===== config.mk =====
export PLATFORM = sky130hd
export DESIGN_NAME = msq_stop_queue
export DESIGN_NICKNAME = d
export VERILOG_FILES = /design/src/hdl/msq_queue_mem.v /design/src/hdl/msq_stop_queue.v
export VERILOG_INCLUDE_DIRS = /design/src /design/src/hdl
export SDC_FILE = /design/constraint.sdc
export NUM_CORES = 1
export LEC_CHECK = 0
export BUFFER_PORTS_ARGS = -buffer_cell sky130_fd_sc_hd__buf_4
export CORE_UTILIZATION = 60
export CTS_BUF_LIST = sky130_fd_sc_hd__clkbuf_2 sky130_fd_sc_hd__clkbuf_4 sky130_fd_sc_hd__clkbuf_8
export CTS_CLUSTER_SIZE = 24
export DETAILED_ROUTE_END_ITERATION = 6
export PLACE_DENSITY = 0.84
export REMOVE_ABC_BUFFERS = 1
export SETUP_SLACK_MARGIN = 0.2
export SYNTH_ARGS = -nofsm -noshare
export SYNTH_HDL_FRONTEND = slang
export SYNTH_HIERARCHICAL = 1
export SYNTH_SLANG_ARGS = --single-unit

===== constraint.sdc =====
create_clock -name clock_i -period 7.5 [get_ports clock_i]
set_input_delay 0.375 -clock clock_i [delete_from_list [all_inputs] [get_ports clock_i]]
set_output_delay 0.375 -clock clock_i [all_outputs]
set_load 0.05 [all_outputs]

===== src/hdl/msq_defines.vh =====
`ifndef MSQ_DEFINES_VH
`define MSQ_DEFINES_VH
// Command opcodes on the decoded command port.
`define MSQ_OP_JOG_HALT 4'h0
`define MSQ_OP_HALT_FLUSH 4'h1
`define MSQ_OP_MOVE_HALT 4'h2
`define MSQ_OP_OUTPUT_DRIVE 4'h3
`define MSQ_OP_POS_PRESET 4'h4
`define MSQ_OP_STRING_REPLY 4'h5
`define MSQ_OP_CURRENT_HALT 4'h6
`define MSQ_OP_JOG_ACCEL 4'h7
`define MSQ_OP_JOG_DECEL 4'h8
`define MSQ_OP_MOTION 4'h9
`define MSQ_OP_WAIT 4'ha
// Parameter letter codes.
`define MSQ_LET_NONE 2'h0
`define MSQ_LET_D 2'h1
`define MSQ_LET_M 2'h2
// Output levels: L drives low (closed), H drives high (open).
`define MSQ_LET_L 2'h1
`define MSQ_LET_H 2'h2
// Motion kinds.
`define MSQ_MOVE_FEED 2'h1
`define MSQ_MOVE_JOG 2'h2
`define MSQ_MOVE_HOME 2'h3
// Deceleration source select.
`define MSQ_DSEL_MAX 2'h0
`define MSQ_DSEL_DECEL 2'h1
`define MSQ_DSEL_JOG 2'h2
// Payload field positions.
`define MSQ_OUT_MAIN_BIT 8
`define MSQ_OUT_IDX_MSB 3
`define MSQ_STR_LEN_LSB 32
`define MSQ_STR_LEN_MSB 34
`define MSQ_STR_MAX_LEN 3'h4
// Reset values.
`define MSQ_OUT_RESET 8'hff
`define MSQ_MAIN_RESET 4'hf
`endif


===== src/hdl/msq_queue_mem.v =====
`timescale 1ns/1ps
// Simple single-port-read queue storage with registered read data.
module msq_queue_mem #(
  parameter WIDTH = 44,
  parameter AW = 3
) (
  // Clock.
  input wire clock_i,
  // Write side.
  input wire wr_en_i,
  input wire [AW-1:0] wr_addr_i,
  input wire [WIDTH-1:0] wr_data_i,
  // Read side.
  input wire [AW-1:0] rd_addr_i,
  output reg [WIDTH-1:0] rd_data_o
);
  reg [WIDTH-1:0] mem [0:(1<<AW)-1];

  // Storage needs no reset; the queue pointers guard its contents.
  always @(posedge clock_i) begin
    if (wr_en_i) begin
      mem[wr_addr_i] <= wr_data_i;
    end
    rd_data_o <= mem[rd_addr_i];
  end
endmodule // msq_queue_mem


===== src/hdl/msq_stop_queue.v =====
`timescale 1ns/1ps
`include "msq_defines.vh"
module msq_stop_queue #(
  parameter AW = 3,
  parameter RW = 32
) (
  // Clock and reset.
  input wire clock_i,
  input wire rst_n_i,
  // Decoded command from the link parser.
  input wire cmd_valid_i,
  input wire [3:0] cmd_op_i,
  input wire cmd_immediate_i,
  input wire [1:0] cmd_letter_i,
  input wire cmd_has_value_i,
  input wire [43:0] cmd_payload_i,
  output reg cmd_ready_o,
  // Configuration.
  input wire multitask_enable_i,
  input wire multidrop_link_i,
  input wire [3:0] main_out_general_i,
  input wire [RW-1:0] max_accel_setting_i,
  input wire [RW-1:0] decel_setting_i,
  // Motion engine handshake.
  input wire motion_busy_i,
  input wire [1:0] motion_kind_i,
  input wire wait_busy_i,
  output reg motion_start_o,
  output reg [43:0] motion_param_o,
  output reg motion_stop_o,
  output reg wait_abort_o,
  output reg [RW-1:0] stop_decel_o,
  output reg [1:0] stop_decel_sel_o,
  // Outputs.
  output reg [7:0] exp_out_o,
  output reg [3:0] main_out_o,
  // Position counter.
  input wire [RW-1:0] position_i,
  output reg pos_load_o,
  output reg [RW-1:0] pos_value_o,
  output reg pos_report_o,
  // Reply string to the transmitter.
  output reg reply_valid_o,
  output reg [31:0] reply_data_o,
  output reg [2:0] reply_len_o,
  input wire reply_ready_i,
  // Status.
  output reg [RW-1:0] jog_accel_o,
  output reg [RW-1:0] jog_decel_o,
  output reg [AW:0] queue_count_o
);
  localparam DEPTH = 1 << AW;
  localparam ST_IDLE = 2'h0;
  localparam ST_READ = 2'h1;
  localparam ST_EXEC = 2'h2;
  localparam ST_RUN = 2'h3;

  // **********************************************
  // Queue pointers and storage
  // **********************************************
  reg [AW-1:0] wr_q;
  reg [AW-1:0] rd_q;
  reg [AW:0] cnt_q;
  reg [1:0] st_q;
  reg flush_q;
  wire [43:0] rd_word;
  wire [3:0] q_op = rd_word[43:40];

  // Each entry holds opcode, letter, has-value flag and payload.
  wire push_ok = cmd_valid_i && !cmd_immediate_i && (cnt_q != DEPTH[AW:0]);
  wire q_wr = push_ok && !(cmd_op_i == `MSQ_OP_HALT_FLUSH);
  // Only payload bits 39:0 are stored; the opcode takes the top nibble of an entry.
  wire [43:0] q_word = {cmd_op_i, cmd_payload_i[39:0]};
  reg [1:0] q_let [0:DEPTH-1];
  reg q_val [0:DEPTH-1];

  msq_queue_mem #(.WIDTH(44), .AW(AW)) u_mem (
    .clock_i(clock_i),
    .wr_en_i(q_wr),
    .wr_addr_i(wr_q),
    .wr_data_i(q_word),
    .rd_addr_i(rd_q),
    .rd_data_o(rd_word)
  );

  // Letter and value flags stay beside the memory; they are small.
  always @(posedge clock_i) begin
    if (q_wr) begin
      q_let[wr_q] <= cmd_letter_i;
      q_val[wr_q] <= cmd_has_value_i;
    end
  end

  // **********************************************
  // Deceleration rate selection
  // **********************************************
  // Choose the deceleration source for a stop.
  function [1:0] decel_src;
    input [1:0] letter;
    input [1:0] kind;
    input move_halt;
    begin
      if (letter == `MSQ_LET_D) begin
        decel_src = (kind == `MSQ_MOVE_JOG) ? `MSQ_DSEL_JOG : `MSQ_DSEL_DECEL;
      end else if (move_halt && letter != `MSQ_LET_M) begin
        decel_src = `MSQ_DSEL_MAX;
      end else begin
        decel_src = `MSQ_DSEL_MAX;
      end
    end
  endfunction

  reg [RW-1:0] ja_q;
  reg [RW-1:0] jl_q;

  // Map a source select to the rate value.
  function [RW-1:0] decel_val;
    input [1:0] sel;
    input [RW-1:0] mx;
    input [RW-1:0] de;
    input [RW-1:0] jl;
    begin
      case (sel)
        `MSQ_DSEL_DECEL: decel_val = de;
        `MSQ_DSEL_JOG: decel_val = jl;
        default: decel_val = mx;
      endcase
    end
  endfunction

  // **********************************************
  // Shared decode
  // **********************************************
  wire imm = cmd_valid_i && cmd_immediate_i;
  wire [1:0] hf_sel = decel_src(cmd_letter_i, motion_kind_i, 1'b0);
  wire [1:0] e_let = q_let[rd_q];
  wire e_val = q_val[rd_q];
  wire [1:0] mh_sel = decel_src(e_let, motion_kind_i, 1'b1);
  wire [AW:0] pop_cnt = cnt_q - {{AW{1'b0}}, 1'b1};
  wire [AW:0] push_cnt = cnt_q + {{AW{1'b0}}, 1'b1};

  // **********************************************
  // Sequencer
  // **********************************************
  // One state machine both drains the queue and applies immediate halts.
  // Immediate commands are served in the same cycle they arrive.
  always @(posedge clock_i) begin
    if (!rst_n_i) begin
      // Every output returns to its idle level and the queue is empty.
      wr_q <= {AW{1'b0}};
      rd_q <= {AW{1'b0}};
      cnt_q <= {(AW+1){1'b0}};
      st_q <= ST_IDLE;
      flush_q <= 1'b0;
      ja_q <= {RW{1'b0}};
      jl_q <= {RW{1'b0}};
      cmd_ready_o <= 1'b0;
      motion_start_o <= 1'b0;
      motion_param_o <= 44'h0;
      motion_stop_o <= 1'b0;
      wait_abort_o <= 1'b0;
      stop_decel_o <= {RW{1'b0}};
      stop_decel_sel_o <= `MSQ_DSEL_MAX;
      exp_out_o <= `MSQ_OUT_RESET;
      main_out_o <= `MSQ_MAIN_RESET;
      pos_load_o <= 1'b0;
      pos_value_o <= {RW{1'b0}};
      pos_report_o <= 1'b0;
      reply_valid_o <= 1'b0;
      reply_data_o <= 32'h0;
      reply_len_o <= 3'h0;
      jog_accel_o <= {RW{1'b0}};
      jog_decel_o <= {RW{1'b0}};
      queue_count_o <= {(AW+1){1'b0}};
    end else begin
      motion_start_o <= 1'b0;
      motion_stop_o <= 1'b0;
      wait_abort_o <= 1'b0;
      pos_load_o <= 1'b0;
      pos_report_o <= 1'b0;
      // Ready is a cycle late, so it drops one entry early to leave room
      // for a command that is already on its way.
      cmd_ready_o <= (cnt_q < DEPTH[AW:0] - {{AW{1'b0}}, 1'b1});
      if (reply_valid_o && reply_ready_i) begin
        reply_valid_o <= 1'b0;
      end
      // Buffered commands are appended in arrival order.
      if (q_wr) begin
        wr_q <= wr_q + {{(AW-1){1'b0}}, 1'b1};
      end
      // A jog halt outside jogging is a no-op.
      if (imm && cmd_op_i == `MSQ_OP_JOG_HALT) begin
        if (motion_busy_i && motion_kind_i == `MSQ_MOVE_JOG) begin
          motion_stop_o <= 1'b1;
          stop_decel_sel_o <= `MSQ_DSEL_JOG;
          stop_decel_o <= jl_q;
        end
      end
      if (imm && (cmd_op_i == `MSQ_OP_HALT_FLUSH || cmd_op_i == `MSQ_OP_CURRENT_HALT)) begin
        // Abort the executing command only; queue kept for current halt.
        motion_stop_o <= motion_busy_i;
        wait_abort_o <= wait_busy_i;
        // Plain uses max accel, D uses decel or jog decel.
        stop_decel_sel_o <= hf_sel;
        stop_decel_o <= decel_val(hf_sel, max_accel_setting_i, decel_setting_i, jl_q);
        if (st_q == ST_RUN) begin
          st_q <= ST_IDLE;
        end
      end
      if (imm && cmd_op_i == `MSQ_OP_HALT_FLUSH) begin
        // Discard every waiting entry; later pushes this cycle are dropped.
        // Moving the read pointer onto the write pointer empties the queue at once.
        rd_q <= wr_q;
        cnt_q <= {(AW+1){1'b0}};
        flush_q <= 1'b1;
        st_q <= ST_IDLE;
      end else begin
        flush_q <= 1'b0;
        case (st_q)
          ST_IDLE: begin
            // A pending reply holds the next entry back, so that a later string
            // reply can never overwrite one the transmitter has not taken.
            if (cnt_q != {(AW+1){1'b0}} && !reply_valid_o) begin
              st_q <= ST_READ;
            end
            if (q_wr) begin
              cnt_q <= push_cnt;
            end
          end
          ST_READ: begin
            // The registered memory read needs this cycle.
            st_q <= ST_EXEC;
            if (q_wr) begin
              cnt_q <= push_cnt;
            end
          end
          ST_EXEC: begin
            // Each entry leaves the queue as it executes, unless a flush discards it first.
            st_q <= ST_IDLE;
            rd_q <= rd_q + {{(AW-1){1'b0}}, 1'b1};
            cnt_q <= q_wr ? cnt_q : pop_cnt;
            case (q_op)
              `MSQ_OP_MOVE_HALT: begin
                // Seek home survives; waits keep running; queue intact.
                if (motion_busy_i && motion_kind_i != `MSQ_MOVE_HOME) begin
                  motion_stop_o <= 1'b1;
                  stop_decel_sel_o <= mh_sel;
                  stop_decel_o <= decel_val(mh_sel, max_accel_setting_i,
                                            decel_setting_i, jl_q);
                end
              end
              `MSQ_OP_OUTPUT_DRIVE: begin
                if (rd_word[`MSQ_OUT_MAIN_BIT]) begin
                  // Main-board outputs move only once made general.
                  if (main_out_general_i[rd_word[1:0]]) begin
                    main_out_o[rd_word[1:0]] <= (e_let == `MSQ_LET_H);
                  end
                end else begin
                  exp_out_o[rd_word[2:0]] <= (e_let == `MSQ_LET_H);
                end
              end
              `MSQ_OP_POS_PRESET: begin
                // Signed value loads; without a value the position is reported.
                if (e_val) begin
                  pos_load_o <= 1'b1;
                  pos_value_o <= rd_word[RW-1:0];
                end else begin
                  pos_report_o <= 1'b1;
                  pos_value_o <= position_i;
                end
              end
              `MSQ_OP_STRING_REPLY: begin
                // Silent on a multidrop link.
                if (!multidrop_link_i) begin
                  reply_valid_o <= 1'b1;
                  reply_data_o <= rd_word[31:0];
                  reply_len_o <= (rd_word[`MSQ_STR_LEN_MSB:`MSQ_STR_LEN_LSB] >
                                  `MSQ_STR_MAX_LEN) ? `MSQ_STR_MAX_LEN :
                                  rd_word[`MSQ_STR_LEN_MSB:`MSQ_STR_LEN_LSB];
                end
              end
              `MSQ_OP_JOG_ACCEL: begin
                ja_q <= rd_word[RW-1:0];
                jl_q <= rd_word[RW-1:0];
              end
              `MSQ_OP_JOG_DECEL: begin
                jl_q <= rd_word[RW-1:0];
              end
              `MSQ_OP_MOTION: begin
                motion_start_o <= 1'b1;
                motion_param_o <= rd_word;
                // Single tasking holds the queue until the move ends.
                if (!multitask_enable_i) begin
                  st_q <= ST_RUN;
                end
              end
              default: begin
              end
            endcase
          end
          ST_RUN: begin
            // The start pulse still stands in the first cycle here, before busy rises.
            if (!motion_busy_i && !motion_start_o) begin
              st_q <= ST_IDLE;
            end
            if (q_wr) begin
              cnt_q <= push_cnt;
            end
          end
          default: begin
            st_q <= ST_IDLE;
          end
        endcase
      end
      // Status copies are registered so every output comes from a flop;
      // the queue count therefore lags the pointers by one cycle.
      jog_accel_o <= ja_q;
      jog_decel_o <= jl_q;
      queue_count_o <= cnt_q;
    end
  end
endmodule // msq_stop_queue


Word-level counts from Yosys, hierarchy flattened
Memory sizes are Yosys's and may differ from the RTL's. A register that Yosys moved wholly into a read port is not among the register bits.
Cells that the tools add are included.
- flip-flop bits (word level): 308
- memory bits (writable): 376
- output and inout port bits: 232
- logic and storage cells: 167
- memories: 3
- $add $sub $neg: 4
- $lt $le $gt $ge: 6
- eq/ne operators: 24
- mux-type cells: 62
- bitwise operators: 6
- reduce and logical (&&, ||, !) cells: 38
- memory list (name ; depth ; bits a word ; rd ports ; clocked after memory_dff ; wr ports ; line ; source):
    u_mem.mem ; 8 ; 44 ; 1 ; 1 ; 1 ; msq_queue_mem.v:17 ; reg [WIDTH-1:0] mem [0:(1<<AW)-1];
    q_let ; 8 ; 2 ; 1 ; 1 ; 1 ; msq_stop_queue.v:74 ; reg [1:0] q_let [0:DEPTH-1];
    q_val ; 8 ; 1 ; 1 ; 1 ; 1 ; msq_stop_queue.v:75 ; reg q_val [0:DEPTH-1];
- operators by type and width (cell ; count):
    32-bit two-way mux ; 8
    32-bit one-hot mux with 2 select lines ; 2
    2-bit two-way mux ; 16
    3-bit two-way mux ; 7
    1-bit two-way mux ; 20
    4-bit by 3-bit == test with 1-bit output, second input constant ; 4
    1-bit logical AND ; 14
    2-bit == test, second input constant ; 6
    3-bit AND reduction ; 4
    2-bit by 1-bit == test with 1-bit output, second input constant ; 5
    8-bit bitwise mux ; 1
    4-bit by 2-bit == test with 1-bit output, second input constant ; 2
    4-bit == test, second input constant ; 2
    4-bit two-way mux ; 2
    2-bit one-hot mux with 4 select lines ; 1
    4-bit one-hot mux with 2 select lines ; 1
    4-bit AND reduction ; 2
    3-bit by 1-bit adder with 3-bit output, second input constant ; 2
    1-bit NOT ; 6
    3-bit OR reduction ; 2
    1-bit logical NOT ; 5
    5-bit AND reduction ; 1
    4-bit by 1-bit adder with 4-bit output, second input constant ; 1
    4-bit bitwise mux ; 1
    other kinds (22) ; 25

Depth between registers and ports, before layout
- depth in word-level cells: 10
- mapped depth: 8

Cells and area by module
The synthesis kept the hierarchy.
- by module, submodules not included (module ; times used ; cells an instance ; area each (um^2)):
    msq_queue_mem ; 1 ; 566 ; 14186.1
    msq_stop_queue ; 1 ; 1476 ; 13526.7

Least setup slack after synthesis
Ideal clock, no wire load.
- kind: input-to-reg
- start point: input port cmd_immediate_i
- end point: memory u_mem.mem[0][0], enable pin
- setup time: 500 ps
- arrival time: 4206 ps
- data required time: 7000 ps
- setup slack: 2794 ps
- stages: 6
- path buffers: 1
- path through: nand2b_1 > or3_1 > buf_2 > inv_2 > nand2b_1 > nor3_1
- longest elaborated chain between the ends: 6
- ends and longest elaborated chain (element ; line ; source):
    start, declared ; msq_stop_queue.v:13 ; input wire cmd_immediate_i,
    1-bit logical NOT ; msq_stop_queue.v:70 ; wire push_ok = cmd_valid_i && !cmd_immediate_i && (cnt_q != DEPTH[AW:0]);
    1-bit logical AND (2 in series) ; msq_stop_queue.v:70 ;
    1-bit logical AND ; msq_stop_queue.v:71 ; wire q_wr = push_ok && !(cmd_op_i == `MSQ_OP_HALT_FLUSH);
    via q_wr ; msq_stop_queue.v:71 ;
    1-bit two-way mux ; msq_queue_mem.v:21 ; if (wr_en_i) begin
    1-bit two-way mux (implied by the code) ; msq_queue_mem.v:22 ; mem[wr_addr_i] <= wr_data_i;
    end, declared ; msq_queue_mem.v:17 ;
The timed path passes the listed nets, and every way through them passes these cells.

Worst setup path after layout
- start point: register cnt_q[1]
- end point: memory u_mem.mem[2][36], enable pin
- longest elaborated chain between the ends: 5
- ends and longest elaborated chain (element ; line ; source):
    start, declared ; msq_stop_queue.v:63 ; reg [AW:0] cnt_q;
    start signal, assigned ; msq_stop_queue.v:152 ; cnt_q <= {(AW+1){1'b0}};
    start signal, assigned ; msq_stop_queue.v:214 ; cnt_q <= {(AW+1){1'b0}};
    start signal, assigned ; msq_stop_queue.v:227 ; cnt_q <= push_cnt;
    4-bit != test ; msq_stop_queue.v:70 ;
    1-bit logical AND ; msq_stop_queue.v:70 ;
    1-bit logical AND ; msq_stop_queue.v:71 ;
    via q_wr ; msq_stop_queue.v:71 ;
    1-bit two-way mux ; msq_queue_mem.v:21 ;
    1-bit two-way mux (implied by the code) ; msq_queue_mem.v:22 ;
The timed path passes the listed nets, and every way through them passes these cells.

==> results.py <==
metrics = {
    "power_and_ir_drop": {
        "power.share.clock_pct": 39.1,
        "combPwrFrac_pct": 8.5,
        "seqPwrFrac_pct": 52.4,
        "p_leak_nw": 13.01,
        "power_mw": 8.501,
        "p_per_area_nw_per_um2": 246.7,
        "internal_power_mw": 6.457,
        "sw_frac_of_total_pct": 24.04,
        "vdd_drop_max_uv": 180.3,
        "p_sw_mw": 2.043,
    },
    "worst_hold_path": {
        "hp-class": "in -> reg",
    },
    "route": {
        "drtPass1Iterations": 6,
        "ant_nets": 0,
        "vias": 19200,
        "viasPerCell": 5.934,
        "drcViolationCount": 0,
        "routed_wl_mm": 73.71,
        "initialDrtViolationCount": 1691,
        "wire_per_inst_um": 22.78,
    },
    "worst_setup_path": {
        "crit_path_end_kind": "register",
        "max_stage_delay_ns": 0.60,
        "cp_cell_sequence": "nor4b_1, or3_1, inv_2, nand2b_1, nor2_4, buf_4",
        "critPathKind": "reg -> reg",
        "crit_slowest_cell": "buf_4",
        "cp.required_ns": 7.81,
        "crit_path_max_fanout": 32,
        "arrival_ns": 3.35,
        "crit_path_start_kind": "register",
    },
    "global_route": {
        "antenna_found_initial": 3,
        "track_usage_pct": 31.06,
        "grt_overflow": 0,
        "grt_pass1_wl_mm": 110.0,
        "grt_pass1_vias": 19240,
        "grt_max_degree": 89,
    },
    "timing": {
        "rsz0062_at_grt": "false",
        "whs_ns": 0.04797,
        "max_slew.worst_pin.slew_ns": 1.219,
        "finalSetupViolCount": 0,
        "fin_skew_ns": 0.02754,
        "finalHoldViolations": 0,
        "fin_crit_sh_pct": 40.49,
        "slew_headroom_pct": 18.53,
        "finalSetupTns_ns": 0,
        "fmax_ghz": 0.3293,
        "slew_violations": 0,
        "period_minus_slack_ns": 3.036,
    },
    "yosys": {
        "synth_top_area_share_pct": 40.74,
        "ys_seq_area_share_pct": 66.39,
        "synthArstFlopShare_pct": 0,
        "synth_edf_count": 376,
        "synthTopCellsByCount": "edfxtp_1 (376), dfxtp_1 (355), nand2_1 (337), a21oi_1 (114), and2_1 (100)",
        "syn_area_um2": 27710,
        "synth.avg_cell_area_um2": 13.57,
        "yosys.area.top_type": "edfxtp_1",
        "yosys_register_bits": 731,
        "ys_types": 57,
        "synth_flop_cell": "edfxtp_1",
        "synth.most_common_cell": "edfxtp_1",
        "netlist_top_cells_area": "edfxtp_1 (41%), dfxtp_1 (26%), mux4_2 (7.6%)",
        "synthesis.instances": 2042,
        "yosys_warnings": 6,
    },
    "floorplanning": {
        "die-area_um2": 47050,
        "coreArea_um2": 45480,
        "die_h_um": 216.9,
        "rows": 78,
        "die_w_um": 216.9,
        "initial_core_util_pct": 60.94,
        "io_pins": 394,
    },
    "clock_tree": {
        "clock-sinks": 731,
        "clockRootBuffer": "clkbuf_8",
        "htreeDepth": 3,
        "cts_tree": "yes",
        "clock_latency_ns": 0.70,
        "postCtsSetupRepairBufs": 0,
        "clk_path_buf_depth": 3,
        "cts_made_buffers": 110,
        "ctsResizeCount": 0,
        "path_clk_slew_ns": 0.06,
    },
    "final_layout": {
        "final_nets": 2706,
        "fillers": 2675,
        "area_growth_syn_to_layout_pct": 24.32,
        "drive_above_1_share_pct": 30.89,
    },
    "placed_design": {
        "hpwl_mm": 44.52,
        "port_buffers": 389,
        "place_congestion": 0.8641,
    },
    "outcome": {
        "status": "finished clean",
    },
    "job": {
        "maxCapViolCount": 0,
    },
}
==> routing by layer <==
metal  track usage (%)  vias up  wire length, um
met2             51.05     1045            35660
met3             6.667      230             6055
li1                  -     8468                -
met4             15.63        2             3151
met5                 0        -               10
met1             39.14     9458            28820
==> cell usage in the layout (no fill, tap or decap), drive strengths merged, types with 5 or more instances in the layout <==
cell         netlist  final
o31ai             33     33
nor4               5      5
mux2              78     78
nor4b             11     11
nor2              96     96
and2             100    100
clkinv             0     34
inv                5      9
a211oi             6      6
nand2            337    337
buf               45    415
clkbuf            98    160
nand2b             9      9
a31oi             32     32
o21ai             37     37
edfxtp           376    376
xnor2              5      5
dfxtp            355    355
nor3               7      7
a21oi            115    115
o211ai            65     65
nor3b              7      7
dlygate4sd3        0    113
nand3              6      6
and3               6      6
mux2i             77     77
mux4              94     94
==> critical path: cells and delay by family (launching register included) <==
| kind | cells | cell delay (ns) |
|---|---|---|
| simple gates | 4 | 1.40 |
| buf+inv | 2 | 0.79 |
| flops | 1 | 0.44 |
==> power by group through the flow <==
stage               logic [mW]  registers, mW  clock network (mW)
detailed placement       0.665           4.53                   0
global route             0.770           4.46                3.55
global placement         0.641           4.52                   0
floorplan                0.374           4.53                   0
CTS                      0.718           4.45                3.36
finish                   0.725           4.45                3.32
==> registers in the layout, summed over array words and instances (netlist names), 16 cells and up, named ones only <==
name,count
pos_value_o,32
reply_data_o,32
jog_decel_o,32
q_let,16
motion_param_o,44
jog_accel_o,32
jl_q,32
u_mem/rd_data_o,44
ja_q,32
stop_decel_o,32
u_mem/mem,352
==> cell type report <==
cell class | count | area, um2 | share of cell area [%]
Multi-Input combinational cell | 1163 | 8733 | 25.35
Clock inverter | 45 | 322.8 | 0.9370
Clock buffer | 160 | 1958 | 5.684
Tap cell | 600 | 750.7 | 2.179
Sequential cell | 731 | 18410 | 53.43
Timing Repair Buffer | 528 | 4247 | 12.33
Antenna cell | 4 | 10.01 | 0.02905
Inverter | 5 | 23.77 | 0.06900
==> logic make-up (layout without fill, tap and decap cells) <==
kind of cell	after synthesis	in the layout	synth area share [%]
fa+ha+maj	5	5	0.2528
simple gates	603	603	10.06
flops	731	731	66.39
other cells	0	4	0
mux	249	249	13.73
compound gates	299	299	6.817
xor+xnor	7	7	0.2212
buf+inv	148	738	2.533
==> stage by stage <==
stage	cell area, um2	utilization [%]	setup WS (ns)	instances
2_1_floorplan	27030	-	2.717	1899
4_1_cts	34440	75.73	4.478	3232
3_5_place_dp	31030	68.23	4.385	2914
3_3_place_gp	31030	68.23	4.464	2914
5_1_grt	34450	75.75	4.338	3235
6_report	34450	75.75	4.464	3236
==> final timing paths <==
kind	startpoint	to	slack [ns]	depth (start not counted)
worst max register to register	cnt_q[1]	u_mem/mem[2][36]	4.46	6
worst min-delay path	max_accel_setting_i[9]	stop_decel_o[9]	0.05	3
worst max-delay path	cnt_q[1]	u_mem/mem[2][36]	4.46	6
worst min register to register	u_mem/rd_data_o[35]	motion_param_o[35]	0.44	2
==> what timing repair did <==
| action | CTS | global route |
|---|---|---|
| endpoints found under the setup margin | 0 | 0 |
| hold endpoints to repair | 442 | 0 |
| hold buffers | 113 | 0 |
No activity file was read; power rests on OpenSTA's default activity.
